<file path="src/nsc_pkg.sv">
// Package: shared constants for the NMI source control block
// Function
// RQ1 - Set bit 7 on system error if enabled
// RQ2 - Control bit 2 high clears and blocks bit 7
// RQ3 - Set bit 6 on channel check if enabled
// RQ4 - Control bit 3 high clears and blocks bit 6
// RQ5 - Bit 5 reads live counter 2 output
// RQ6 - Bit 4 toggles after each refresh cycle
// RQ7 - Speaker follows counter 2 when bit 1 set
// RQ8 - Control bit 0 gates timer counter 2
// RQ9 - Software writes zero to bits 7 to 4
// RQ10 - Port 070h bit 7 masks NMI, resets to 1
// RQ11 - Port 070h accesses forwarded, reads skip RTC strobes
// RQ12 - Port 070h write latches RTC index bits 6:0
// RQ13 - NMI level high while enabled source pending
// RQ14 - Handler reads 061h, clears, then toggles mask
// RQ15 - Processor sees NMI only on rising edge
// RQ16 - Software programs counter 2 before trusting bit 5
// RQ17 - Extended index bit 7 must mirror mask
// RQ18 - Status holds until cleared; NMI is masked OR
package nsc_pkg;
    // ==========================================================
    // Port addresses
    localparam logic [15:0] NSC_PORT_STATUS = 16'h0061;
    localparam logic [15:0] NSC_PORT_MASK = 16'h0070;
    // ==========================================================
    // Field positions of port 061h, and the mask bit of port 070h
    localparam int NSC_BIT_SERR_STS = 7;
    localparam int NSC_BIT_CHK_STS = 6;
    localparam int NSC_BIT_C2_OUT = 5;
    localparam int NSC_BIT_REFRESH = 4;
    localparam int NSC_BIT_CHK_DIS = 3;
    localparam int NSC_BIT_SERR_DIS = 2;
    localparam int NSC_BIT_SPK_EN = 1;
    localparam int NSC_BIT_C2_GATE = 0;
    localparam int NSC_BIT_MASK = 7;
    // ==========================================================
    // Reset values
    localparam logic [3:0] NSC_CTRL_RESET = 4'h0;
    localparam logic NSC_MASK_RESET = 1'b1;
    localparam logic [6:0] NSC_INDEX_RESET = 7'h00;
    // ==========================================================
    // Offsets of the host's own registers
    localparam logic [7:0] NSC_REG_CMD = 8'h00;
    localparam logic [7:0] NSC_REG_RESULT = 8'h04;
    localparam logic [7:0] NSC_REG_STATUS = 8'h08;
    localparam logic [7:0] NSC_REG_CLEAR = 8'h0C;
    localparam logic [7:0] NSC_REG_ENABLE = 8'h10;
endpackage : nsc_pkg

</file>
<file path="src/nsc_if.sv">
// Interface: processor I/O port cycles and NMI line between the two ends
`timescale 1ns/10ps
interface nsc_if;
    logic io_req;
    logic io_write;
    logic [15:0] io_addr;
    logic [7:0] io_wdata;
    logic io_ack;
    logic [7:0] io_rdata;
    logic nmi;

    modport dev (input io_req, input io_write, input io_addr, input io_wdata,
        output io_ack, output io_rdata, output nmi);
    modport cpu (output io_req, output io_write, output io_addr, output io_wdata,
        input io_ack, input io_rdata, input nmi);
endinterface : nsc_if

</file>
<file path="src/nsc_device.sv">
// Device end: NMI source status, mask and RTC index logic
`timescale 1ns/10ps
module nsc_device (
    input wire logic aclk,
    input wire logic aresetn,
    nsc_if.dev bus,
    input wire logic serr_pulse,
    input wire logic chan_check,
    input wire logic counter2_out,
    input wire logic refresh_done,
    output logic speaker_out,
    output logic counter2_gate,
    output logic [6:0] rtc_standard_index,
    output logic isa_forward,
    output logic isa_forward_write,
    output logic rtc_chip_select_n,
    output logic rtc_address_latch_strobe
);
    // ==========================================================
    // Pin synchronisers: three stages, change taken when 2 and 3 agree
    // A pin pulse shorter than two clocks is filtered out
    logic [2:0] pin_raw;
    wire logic [2:0] pin_sync;
    logic serr_q, chk_q, c2_q;
    assign pin_raw = {counter2_out, chan_check, serr_pulse};
    assign serr_q = pin_sync[0];
    assign chk_q = pin_sync[1];
    assign c2_q = pin_sync[2];
    for (genvar p = 0; p < 3; p++) begin : g_sync
        logic [2:0] stage_q;
        logic level_q;
        always_ff @(posedge aclk) begin
            if (!aresetn) begin
                stage_q <= 3'h0;
                level_q <= 1'b0;
            end else begin
                stage_q <= {stage_q[1:0], pin_raw[p]};
                if (stage_q[1] == stage_q[2]) level_q <= stage_q[2];
            end
        end
        assign pin_sync[p] = level_q;
    end

    // ==========================================================
    // Decode of one-cycle I/O requests
    logic wr_status, wr_mask, rd_mask;
    assign wr_status = bus.io_req && bus.io_write && bus.io_addr == nsc_pkg::NSC_PORT_STATUS;
    assign wr_mask = bus.io_req && bus.io_write && bus.io_addr == nsc_pkg::NSC_PORT_MASK;
    assign rd_mask = bus.io_req && !bus.io_write && bus.io_addr == nsc_pkg::NSC_PORT_MASK;

    // ==========================================================
    // Control bits of port 061h; bits 7:4 of writes ignored
    logic [3:0] ctrl_q;
    always_ff @(posedge aclk) begin
        if (!aresetn) begin
            ctrl_q <= nsc_pkg::NSC_CTRL_RESET;
        end else if (wr_status) begin
            ctrl_q <= bus.io_wdata[3:0]; // [RQ9]
        end
    end

    // ==========================================================
    // Sticky source status; a disable bit holds it clear
    logic serr_sts_q, chk_sts_q, serr_prev_q;
    always_ff @(posedge aclk) begin
        if (!aresetn) begin
            serr_sts_q <= 1'b0;
            serr_prev_q <= 1'b0;
        end else begin
            serr_prev_q <= serr_q;
            if (ctrl_q[nsc_pkg::NSC_BIT_SERR_DIS]) begin
                serr_sts_q <= 1'b0; // [RQ2]
            end else if (serr_q && !serr_prev_q) begin
                serr_sts_q <= 1'b1; // [RQ1] [RQ18]
            end
        end
    end
    always_ff @(posedge aclk) begin
        if (!aresetn) begin
            chk_sts_q <= 1'b0;
        end else if (ctrl_q[nsc_pkg::NSC_BIT_CHK_DIS]) begin
            chk_sts_q <= 1'b0; // [RQ4]
        end else if (chk_q) begin
            chk_sts_q <= 1'b1; // [RQ3] [RQ18]
        end
    end

    // ==========================================================
    // Refresh toggle; the refresh generator is same-clock logic
    logic refresh_tgl_q;
    always_ff @(posedge aclk) begin
        if (!aresetn) begin
            refresh_tgl_q <= 1'b0;
        end else if (refresh_done) begin
            refresh_tgl_q <= !refresh_tgl_q; // [RQ6]
        end
    end

    // ==========================================================
    // Mask and RTC index at port 070h
    logic mask_q;
    always_ff @(posedge aclk) begin
        if (!aresetn) begin
            mask_q <= nsc_pkg::NSC_MASK_RESET; // [RQ10]
            rtc_standard_index <= nsc_pkg::NSC_INDEX_RESET;
        end else if (wr_mask) begin
            mask_q <= bus.io_wdata[nsc_pkg::NSC_BIT_MASK]; // [RQ10]
            rtc_standard_index <= bus.io_wdata[6:0]; // [RQ12]
        end
    end

    // ==========================================================
    // Outputs, each from a flip-flop
    always_ff @(posedge aclk) begin
        if (!aresetn) begin
            bus.nmi <= 1'b0;
            speaker_out <= 1'b0;
            counter2_gate <= 1'b0;
        end else begin
            // Level, not pulse: handler must toggle the mask for a new edge
            bus.nmi <= !mask_q && (serr_sts_q || chk_sts_q); // [RQ13] [RQ18]
            speaker_out <= ctrl_q[nsc_pkg::NSC_BIT_SPK_EN] && c2_q; // [RQ7]
            counter2_gate <= ctrl_q[nsc_pkg::NSC_BIT_C2_GATE]; // [RQ8]
        end
    end

    // Port 070h accesses pass to ISA; RTC strobes only on writes
    always_ff @(posedge aclk) begin
        if (!aresetn) begin
            isa_forward <= 1'b0;
            isa_forward_write <= 1'b0;
            rtc_chip_select_n <= 1'b1;
            rtc_address_latch_strobe <= 1'b0;
        end else begin
            isa_forward <= wr_mask || rd_mask; // [RQ11]
            isa_forward_write <= wr_mask;
            rtc_chip_select_n <= !wr_mask; // [RQ11]
            rtc_address_latch_strobe <= wr_mask; // [RQ11]
        end
    end

    // One-cycle answer; 070h is write-only so it reads as zero
    always_ff @(posedge aclk) begin
        if (!aresetn) begin
            bus.io_ack <= 1'b0;
            bus.io_rdata <= 8'h00;
        end else begin
            bus.io_ack <= bus.io_req;
            if (bus.io_req && !bus.io_write && bus.io_addr == nsc_pkg::NSC_PORT_STATUS) begin
                bus.io_rdata <= {serr_sts_q, chk_sts_q, c2_q, refresh_tgl_q, ctrl_q}; // [RQ5]
            end else begin
                bus.io_rdata <= 8'h00;
            end
        end
    end
endmodule : nsc_device

</file>
<file path="src/flat_wrapper.sv">
// flat-port wrapper written by rule: the top's interface ports become plain ports
module nsc_device_flat 
  (aclk, aresetn, serr_pulse, chan_check, counter2_out, refresh_done, speaker_out, counter2_gate, rtc_standard_index, isa_forward, isa_forward_write, rtc_chip_select_n, rtc_address_latch_strobe, bus_io_req, bus_io_write, bus_io_addr, bus_io_wdata, bus_io_ack, bus_io_rdata, bus_nmi);
  nsc_if bus_i ();
  input wire logic aclk;
  input wire logic aresetn;
  input wire logic serr_pulse;
  input wire logic chan_check;
  input wire logic counter2_out;
  input wire logic refresh_done;
  output logic speaker_out;
  output logic counter2_gate;
  output logic [6:0] rtc_standard_index;
  output logic isa_forward;
  output logic isa_forward_write;
  output logic rtc_chip_select_n;
  output logic rtc_address_latch_strobe;
  input wire logic [$bits(bus_i.io_req)-1:0] bus_io_req;
  input wire logic [$bits(bus_i.io_write)-1:0] bus_io_write;
  input wire logic [$bits(bus_i.io_addr)-1:0] bus_io_addr;
  input wire logic [$bits(bus_i.io_wdata)-1:0] bus_io_wdata;
  output wire logic [$bits(bus_i.io_ack)-1:0] bus_io_ack;
  output wire logic [$bits(bus_i.io_rdata)-1:0] bus_io_rdata;
  output wire logic [$bits(bus_i.nmi)-1:0] bus_nmi;
  assign bus_i.io_req = bus_io_req;
  assign bus_i.io_write = bus_io_write;
  assign bus_i.io_addr = bus_io_addr;
  assign bus_i.io_wdata = bus_io_wdata;
  assign bus_io_ack = bus_i.io_ack;
  assign bus_io_rdata = bus_i.io_rdata;
  assign bus_nmi = bus_i.nmi;
  nsc_device u_core (.aclk(aclk), .aresetn(aresetn), .bus(bus_i), .serr_pulse(serr_pulse), .chan_check(chan_check), .counter2_out(counter2_out), .refresh_done(refresh_done), .speaker_out(speaker_out), .counter2_gate(counter2_gate), .rtc_standard_index(rtc_standard_index), .isa_forward(isa_forward), .isa_forward_write(isa_forward_write), .rtc_chip_select_n(rtc_chip_select_n), .rtc_address_latch_strobe(rtc_address_latch_strobe));
endmodule
</file>
<file path="config.mk">
export PLATFORM = sky130hd
export DESIGN_NAME = nsc_device_flat
export DESIGN_NICKNAME = d
export VERILOG_FILES = /design/src/nsc_pkg.sv /design/src/nsc_if.sv /design/src/nsc_device.sv /design/src/flat_wrapper.sv
export SDC_FILE = /design/constraint.sdc
export NUM_CORES = 1
export LEC_CHECK = 0
export BUFFER_PORTS_ARGS = -buffer_cell sky130_fd_sc_hd__buf_2
export CAP_MARGIN = 10
export CORE_ASPECT_RATIO = 0.9
export CORE_UTILIZATION = 42
export CTS_BUF_LIST = sky130_fd_sc_hd__clkbuf_16
export CTS_CLUSTER_SIZE = 14
export DETAILED_ROUTE_END_ITERATION = 8
export PLACE_DENSITY = 0.79
export SETUP_SLACK_MARGIN = 0.02
export SLEW_MARGIN = 15
export SYNTH_ARGS = -nofsm -noshare
export SYNTH_HDL_FRONTEND = slang
export SYNTH_SLANG_ARGS = --single-unit
</file>
<file path="constraint.sdc">
create_clock -name aclk -period 1.2 [get_ports aclk]
set_input_delay 0.18 -clock aclk [delete_from_list [all_inputs] [get_ports aclk]]
set_output_delay 0.18 -clock aclk [all_outputs]
set_load 0.03 [all_outputs]
</file>
==> reports/metrics.yaml, run 1 <==
outcome: "complete, no violations"
drtAntennaViolNets: 0
cp-start-kind: "input pin"
drv_cap: 0
numPortBuffers: 54
synth_common_cells: "dfxtp_1 (43), and2_1 (21), nand2_1 (16)"
numCtsBuffers: 5
ios: 55
yosysUniqueCellTypes: 28
drv_slew: 0
clk_pin_slew_ns: 0.06
ys_ff_latch: 43
rsz0062_at_grt: "yes"
slowest_delay_ns: 0.30
relSlewSlack_pct: 78.42
finalSetupTns_ns: 0
area_growth_pct: 38.21
power_leakage_nw: 0.8727
cpMaxStageDelayCell: "nor4b_4"
fmax_mhz: 871.7
rows: 19
syn_inst: 139
synth_warnings: 0
die_y_um: 57.82
die_w_um: 64.02
wl_per_cell_um: 11.54
wl_um: 2851
cts_tree: "built"
yosysMostFrequentCell: "dfxtp_1"
synth_top_cell_area_share_pct: 59.21
antenna_found_initial: 0
synthArstFlopShare_pct: 0
rr_worst_depth: 2
r2r-end: "u_core.mask_q"
r2r-start: "u_core.mask_q"
critPathKind: "in -> reg"
antennaDiodeCount: 0
nets: 236
use_met1_pct: 19.78
synth_compound_area_share_pct: 6.540
busiest_layer: "met2"
first_pass_iters: 5
synth_xor_area_share_pct: 0.6024
seq_area_frac_synth_pct: 59.21
cp.required_ns: 1.43
htree_levels: 2
end_kind: "flop"
crit_chain: "buf_6 > nor4b_4 > nand4_1 > nor3_2 > buf_4 > and2_4"
cts-root-buf: "clkbuf_16"
critPathTopFamily: "simple AND/OR/NAND/NOR gates"
syn_area_mm2: 0.001454
critPathArrivalTime_ns: 1.38
gr-usage-met3_pct: 9.449
r2r_setup_slack_ns: 0.40
power_density_mw_per_mm2: 1435
die_area_mm2: 0.003701
grt_pass1_wl_um: 4498
dp_cells: 237
synth_top_family_by_area: "simple AND/OR/NAND/NOR gates"
globalRouteOverflowTotal: 0
yosys.area.top_type: "dfxtp_1"
clk_latency_ns: 0.28
synth_fa_ha_area_share_pct: 0
critical_path_buf_inv_count: 2
yosys.area_share.simple_pct: 26.51
route.detailed.drc: 0
cts_max_path_buffers: 2
place_ws_ns: -0.2421
ys.flop_type: "dfxtp_1"
worst-path-max-fanout: 8
stdcell_count: 247
min_period_ns: 1.147
vias_per_cell: 4.696
synthMuxAreaShare_pct: 4.819
min_path_type: "in -> reg"
skew_ns: 0.004314
hold_viol: 0
core-area_mm2: 0.003186
hpwl_um: 2049
drt_iter0_drc: 76
ir_drop_v: 0.001199
min-delay-start: "chan_check"
setup_violations: 0
setup_slack_ns: 0.05282
grt_max_degree: 21
syn_area_per_cell_um2: 10.46
grt_usage_pct: 16.82
fill_cells: 270
synthesis.nets: 171
drive_above_1_share_pct: 39.51
hold_path_depth: 2
start_util_pct: 45.64
use_met2_pct: 26.29
gp_congestion: 0.8143
grt_pass1_vias: 1027
min_period_over_period_pct: 95.60
cts_hold_buf: 0
worst_slew_pin_slew_ns: 0.3210
synth_area_leaders: "dfxtp_1 (59%), and2_1 (9.0%), mux2i_1 (4.8%), nand2_1 (4.1%), a21oi_1 (2.4%)"
synth-edff-count: 0
vias: 1160
min_to: "u_core.g_sync[1].stage_q[0]"
cts.sinks: 43
power by group:
part,switching [mW],internal (mW)
combinational,0.0673,0.0759
clock,0.523,0.765
sequential,0.00695,1.45
cells in the final DEF (no fill, tap or decap), drive strengths merged, types with 3 or more instances in the layout:
cell type / instances
nor2: 6
and2: 21
mux2i: 7
clkbuf: 5
buf: 63
nand3: 3
o21ai: 7
nand4: 3
nor3: 5
inv: 3
a21oi: 7
dfxtp: 43
nand2: 16
routing by layer:
layer	share of wire [%]	wire [um]	up-vias
li1	-	-	599
met1	48	1378	518
met2	45	1295	40
met3	5.1	146	3
met4	1.1	30	0
met5	0	0	-
layout make-up:
class	count	area (um^2)	share of cell area, %
clock buffer	5	125.1	6.227
clock inverter	3	20.02	0.9963
inverter	3	11.26	0.5604
tap	42	52.55	2.615
multi-input combinational	88	583.1	29.02
timing repair buffer	63	356.6	17.75
sequential	43	860.8	42.84
flip-flops by register name (all words and copies together), names as in the netlist, 4 cells and up:
| name | count |
|---|---|
| u_core.g_sync.stage_q | 9 |
| u_core.bus.io_rdata | 8 |
| u_core.rtc_standard_index | 7 |
| u_core.ctrl_q | 4 |
how the worst max path moves through the flow:
stage | startpoint | endpoint | slack (ns) | depth (start not counted)
detailed placement | bus_io_addr[9] | u_core.ctrl_q[2] | -0.24 | 5
floorplan | bus_io_addr[2] | u_core.mask_q | 0.002 | 4
finish | bus_io_addr[1] | u_core.bus.io_rdata[0] | 0.05 | 6
global placement | bus_io_addr[2] | u_core.bus.io_rdata[0] | -0.20 | 6
global route | bus_io_addr[1] | u_core.rtc_standard_index[4] | 0.001 | 7
CTS | bus_io_addr[9] | u_core.ctrl_q[2] | 0.04 | 5
what timing repair did:
item / 4_1_cts / 5_1_grt
endpoints found under the hold margin: 0 / 0
gates resized for setup: 0 / 8
setup endpoints to repair: 0 / 15
buffers inserted: 0 / 2
cells by family after synthesis:
| family | Yosys count |
|---|---|
| simple gates | 63 |
| buf+inv | 8 |
| mux | 7 |
| xor+xnor | 1 |
| flops | 43 |
| compound gates | 17 |
through the flow:
| step | hold slack [ns] | util [%] | power, mW | instance area [um^2] |
|---|---|---|---|---|
| 5_1_grt | 0.09079 | 63.08 | 3.015 | 2009 |
| 4_1_cts | 0.09504 | 61.55 | 2.910 | 1961 |
| 6_report | 0.1026 | 63.08 | 2.883 | 2009 |
| 3_3_place_gp | 0.3876 | 56.99 | 1.613 | 1815 |
| 3_5_place_dp | 0.3899 | 56.99 | 1.617 | 1815 |
| 2_1_floorplan | 0.3073 | - | 1.537 | 1463 |
No activity file was read; power rests on OpenSTA's default activity.
==> inputs of run 2 (changes only) <==
ABC_AREA = 1   (was not set)
CORE_UTILIZATION = 44   (was 42)
PLACE_DENSITY = 0.8   (was 0.79)
==> run 2 against run 1 <==
Against the previous run:
- combinational power barely moved
- area after synthesis is 10% higher
- wire length grew 0.67%
- setup slack better by 0.13 ns
- global-route usage increased by 0.71 points
- fmax rose by 13%
- first-iteration DRC count down 16%
- critical endpoint is now rtc_standard_index[3]
- largest power group unchanged
==> reports/metrics.yaml, run 2 <==
outcome: "complete, no violations"
yosysUniqueCellTypes: 20
r2r_setup_slack_ns: 0.35
numCtsBuffers: 5
synth-edff-count: 0
ir_drop_v: 0.0007137
grt_pass1_wl_um: 4974
multi_input_area_um2: 513.0
cp.required_ns: 1.02
ys_ff_latch: 43
drt_iter0_drc: 64
use_met2_pct: 27.99
die_y_um: 59.30
path_depth: 1
gr-usage-met3_pct: 7.500
synth_top_cell_area_share_pct: 53.62
worst_slew_pin_slew_ns: 0.2473
critical_path_buf_inv_count: 1
area_growth_pct: 30.09
dp_cells: 308
grt_usage_pct: 17.53
antennaDiodeCount: 0
rsz0062_at_grt: "no"
worst-path-max-fanout: 2
first_pass_iters: 4
synthArstFlopShare_pct: 0
synth_common_cells: "inv_1 (54), nand2_1 (45), dfxtp_1 (43)"
numPortBuffers: 54
syn_area_per_cell_um2: 7.644
end_kind: "output pin"
synth_area_leaders: "dfxtp_1 (54%), inv_1 (13%), nand2_1 (11%), nor2_1 (7.0%), nand4_1 (4.7%)"
busiest_layer: "met2"
r2r-start: "u_core.g_sync[2].stage_q[1]"
hold_path_depth: 3
stdcell_count: 316
setup_slack_ns: 0.1841
setup_violations: 0
nets: 303
ios: 55
wl_per_cell_um: 9.082
synth_warnings: 0
fill_cells: 310
post_cts_resized: 0
power_mw: 2.867
seqCellArea_um2: 860.8
min_to: "u_core.g_sync[2].stage_q[0]"
vias_per_cell: 4.259
clk_pin_slew_ns: 0.06
placed_area_mm2: 0.001947
drv_slew: 0
largest_reg_flops: 9
power_leakage_nw: 1.145
final_cell_mix: "inv_1 (55), buf_2 (54), nand2_1 (45), dfxtp_1 (43), nor2_1 (30)"
drive_above_1_share_pct: 27.21
cts_setup_buffers: 0
drv_cap: 0
start_util_pct: 46.82
syn_inst: 210
crit_chain: "buf_2"
min_period_over_period_pct: 84.66
slowest_delay_ns: 0.34
cts.sinks: 43
power_density_mw_per_mm2: 1373
hold_viol: 0
min-delay-start: "counter2_out"
fin_util_pct: 60.91
critPathArrivalTime_ns: 0.84
route.detailed.drc: 0
top_register: "u_core.g_sync.stage_q"
fmax_mhz: 984.4
hold_slack_ns: 0.07776
critPathKind: "reg -> out"
rr_worst_depth: 3
min_path_type: "in -> reg"
yosysMostFrequentCell: "inv_1"
place_ws_ns: -0.006031
skew_ns: 0.003090
antenna_found_initial: 0
grt_pass1_vias: 1171
htree_levels: 2
grt_max_degree: 21
gp_congestion: 0.7964
yosys.area.top_type: "dfxtp_1"
syn_area_mm2: 0.001605
cts_max_path_buffers: 2
die_area_mm2: 0.003894
cts-root-buf: "clkbuf_16"
cts_hold_buf: 0
critPathTopFamily: "flip-flops"
drtAntennaViolNets: 0
seq_area_frac_synth_pct: 53.62
rows: 20
core-area_mm2: 0.003428
min_period_ns: 1.016
hpwl_um: 2108
final_common_cell: "inv_1"
ys.flop_type: "dfxtp_1"
cp-start-kind: "flop"
globalRouteOverflowTotal: 0
cts_tree: "built"
wl_um: 2870
fin_area_mm2: 0.002088
r2r-end: "u_core.c2_q"
synthesis.nets: 242
clk_latency_ns: 0.28
cpMaxStageDelayCell: "dfxtp_1"
vias: 1346
finalSetupTns_ns: 0
largestRegisters: "u_core.g_sync.stage_q: 9 flops, u_core.bus.io_rdata: 8 flops, u_core.rtc_standard_index: 7 flops"
use_met1_pct: 20.57
die_w_um: 65.67
relSlewSlack_pct: 83.49
## run 2: cell count changes in the layout (fill, tap and decap cells not counted), moves of 6 or more
cell,previous run,this run
and2_1,20,0
mux2i_1,7,0
nor2_1,4,30
o21ai_0,7,1
inv_1,3,55
nand2_1,15,45
nand4_1,3,12
## run 2: power breakdown
part           leakage [nW]  total [mW]  internal (mW)  switching (mW)
Combinational         0.726       0.143         0.0662          0.0771
Clock                0.0710        1.27          0.758           0.513
Sequential            0.348        1.45           1.45         0.00714
Total                  1.15        2.87           2.27           0.597
## run 2: how the worst max path moves through the flow
stage                                 start  slack, ns                            to
2_1_floorplan               bus_io_addr[15]       0.15  u_core.rtc_standard_index[0]
3_3_place_gp                 bus_io_addr[3]       0.01  u_core.rtc_standard_index[6]
3_5_place_dp                 bus_io_addr[3]     -0.006  u_core.rtc_standard_index[3]
4_1_cts        u_core.rtc_standard_index[2]       0.19         rtc_standard_index[2]
5_1_grt                     bus_io_addr[15]       0.12  u_core.rtc_standard_index[2]
6_report       u_core.rtc_standard_index[3]       0.18         rtc_standard_index[3]
## run 2: layer usage
| layer | vias to the layer above | wire, um |
|---|---|---|
| met5 | - | 0 |
| met4 | 0 | 58 |
| met3 | 7 | 171 |
| met2 | 34 | 1298 |
| met1 | 572 | 1342 |
| li1 | 733 | - |
## run 2: cell type report
type                            count  share of cell area, %
Clock buffer                        5                  5.992
Clock inverter                      3                 0.7789
Inverter                           54                  9.706
Multi-Input combinational cell    107                  24.57
Sequential cell                    43                  41.22
Tap cell                           44                  2.636
Timing Repair Buffer               60                  15.10
## run 2: kinds of logic after synthesis
group	count (synthesis)	synth area share (%)
compound gates	6	2.182
buf+inv	60	14.42
flops	43	53.62
simple gates	99	28.60
fa+ha+maj	1	0.6236
xor+xnor	1	0.5457
==> inputs of run 3 (changes only) <==
ABC_AREA = 0   (was 1)
CORE_UTILIZATION = 42   (was 44)
PLACE_DENSITY = 0.79   (was 0.8)
clock period = 0.9 ns   (was 1.2 ns; I/O delays follow)
==> run 3 against run 2 <==
Against the previous run:
- the run now ends with negative setup slack left
- largest cell class unchanged
- core utilization is 12 points higher
- sequential share of layout area is 3.4 points lower
- critical path depth is 4 higher
- setup slack worse by 0.33 ns
- total power is 33% higher
- final cell count is 20% lower
- hold slack worse by 0.018 ns
- flip-flop and latch count stayed put
- clock skew hardly changed
- combinational power is 54% higher
- die area is 5.0% lower
- critical path type is now in -> reg
- critical endpoint is now u_core.mask_q
- highest routed layer unchanged
==> reports/metrics.yaml, run 3 (synthesized netlist as in run 1, its figures left out) <==
min_period_over_period_pct: 116.7
vias_per_cell: 4.854
drv_slew: 0
cts_max_path_buffers: 2
critPathArrivalTime_ns: 1.21
clk_latency_ns: 0.28
outcome: "complete, but fails checks"
startpoint: "bus_io_addr[3]"
rows: 19
numCtsBuffers: 5
skew_ns: 0.002970
hold_path_depth: 2
nets: 244
cts.sinks: 43
power_density_mw_per_mm2: 1636
cp-start-kind: "input pin"
grt_usage_pct: 18.05
cts_tree: "built"
wl_per_cell_um: 13.80
seqPwrFrac_pct: 50.8
placed_area_mm2: 0.001854
grt_pass1_vias: 1096
ir_drop_v: 0.001305
relSlewSlack_pct: 78.38
die_w_um: 64.02
p_clk_share_pct: 43.4
cts-root-buf: "clkbuf_16"
clk_pin_slew_ns: 0.06
min-delay-start: "counter2_out"
final_cell_mix: "buf_6 (35), dfxtp_1 (27), buf_2 (25), and2_1 (21), dfxtp_2 (16)"
gp_congestion: 0.7436
setup_slack_ns: -0.1503
drv_cap: 0
die_y_um: 57.82
first_pass_iters: 4
p_int_mw: 3.039
hold_viol: 0
globalRouteOverflowTotal: 0
p_switching_mw: 0.7752
worst-path-max-fanout: 4
numPortBuffers: 54
hold_slack_ns: 0.05979
wl_um: 3506
rsz0062_at_grt: "yes"
final_common_cell: "buf_6"
drtAntennaViolNets: 0
grt_max_degree: 21
antenna_found_initial: 0
drive_above_1_share_pct: 51.89
grt_pass1_wl_um: 4974
violations: "negative setup slack"
route.detailed.drc: 0
swShare_pct: 20.32
power_mw: 3.815
largestRegisters: "u_core.g_sync.stage_q: 9 flops, u_core.bus.io_rdata: 8 flops, u_core.rtc_standard_index: 7 flops"
fmax_mhz: 952.1
r2r-start: "u_core.mask_q"
area_growth_pct: 60.33
ios: 55
critPathKind: "in -> reg"
min_path_type: "in -> reg"
setup_violations: 22
drt_iter0_drc: 74
cp.required_ns: 1.06
power_leakage_nw: 0.9693
end_kind: "flop"
htree_levels: 2
die_area_mm2: 0.003701
largest_reg_flops: 9
rr_worst_depth: 2
cts_hold_buf: 0
worst_slew_pin_slew_ns: 0.3219
hpwl_um: 2073
core-area_mm2: 0.003186
antennaDiodeCount: 0
combPwrFrac_pct: 5.8
start_util_pct: 45.64
top_register: "u_core.g_sync.stage_q"
min_period_ns: 1.050
fin_area_mm2: 0.002331
vias: 1233
==> run 3: path summary, 6_finish.rpt <==
check / slack [ns] / endpoint
worst min-delay path: 0.06 / u_core.g_sync[2].stage_q[0]
worst max-delay path: -0.15 / u_core.mask_q
worst min register to register: 0.43 / u_core.g_sync[1].stage_q[1]
worst max register to register: 0.06 / u_core.mask_q
==> run 3: through the flow <==
step / std cells / setup WS [ns] / setup TNS (ns) / util, %
after floorplan: 139 / -0.2525 / -3.950 / -
after global placement: 240 / -0.4288 / -8.650 / 58.21
after detailed placement: 240 / -0.4388 / -9.153 / 58.21
after CTS: 251 / -0.1079 / -1.561 / 68.81
after global routing: 254 / -0.1955 / -3.541 / 73.17
final: 254 / -0.1503 / -2.281 / 73.17
==> run 3: area by class of cell <==
cell class / count / area [um^2]
clock buffers: 5 / 125.1
clock inverters: 2 / 8.758
fillers: 219 / 854.6
inverters: 3 / 11.26
multi-input cells: 88 / 650.6
flip-flops and latches: 43 / 880.8
well taps: 42 / 52.55
repair buffers: 71 / 601.8
==> run 3: critical path, stage by stage <==
cell and delay (ns):
buf_6 0.10, nor4b_4 0.34, and4_4 0.29, a21boi_1 0.06, a311o_1 0.28
==> run 3: power groups by stage <==
stage	clock network, mW	logic, mW	registers, mW
after floorplan	0	0.0692	1.98
after global placement	0	0.183	1.98
after detailed placement	0	0.186	1.98
after CTS	1.67	0.208	1.94
after global routing	1.75	0.238	1.94
final	1.66	0.220	1.94
==> run 3: timing repair <==
action | CTS | global route
resized for setup | 55 | 32
pin swaps | 20 | 10
setup endpoints to repair | 46 | 43
setup buffers | 4 | 3
==> run 3: routing by layer <==
layer / GRT usage (%) / vias to the layer above / wire [um]
met1: 21.01 / 574 / 1455
met5: 0 / - / 0
met3: 4.724 / 9 / 125
li1: - / 615 / -
met4: 7.792 / 0 / 70
met2: 31.46 / 35 / 1853
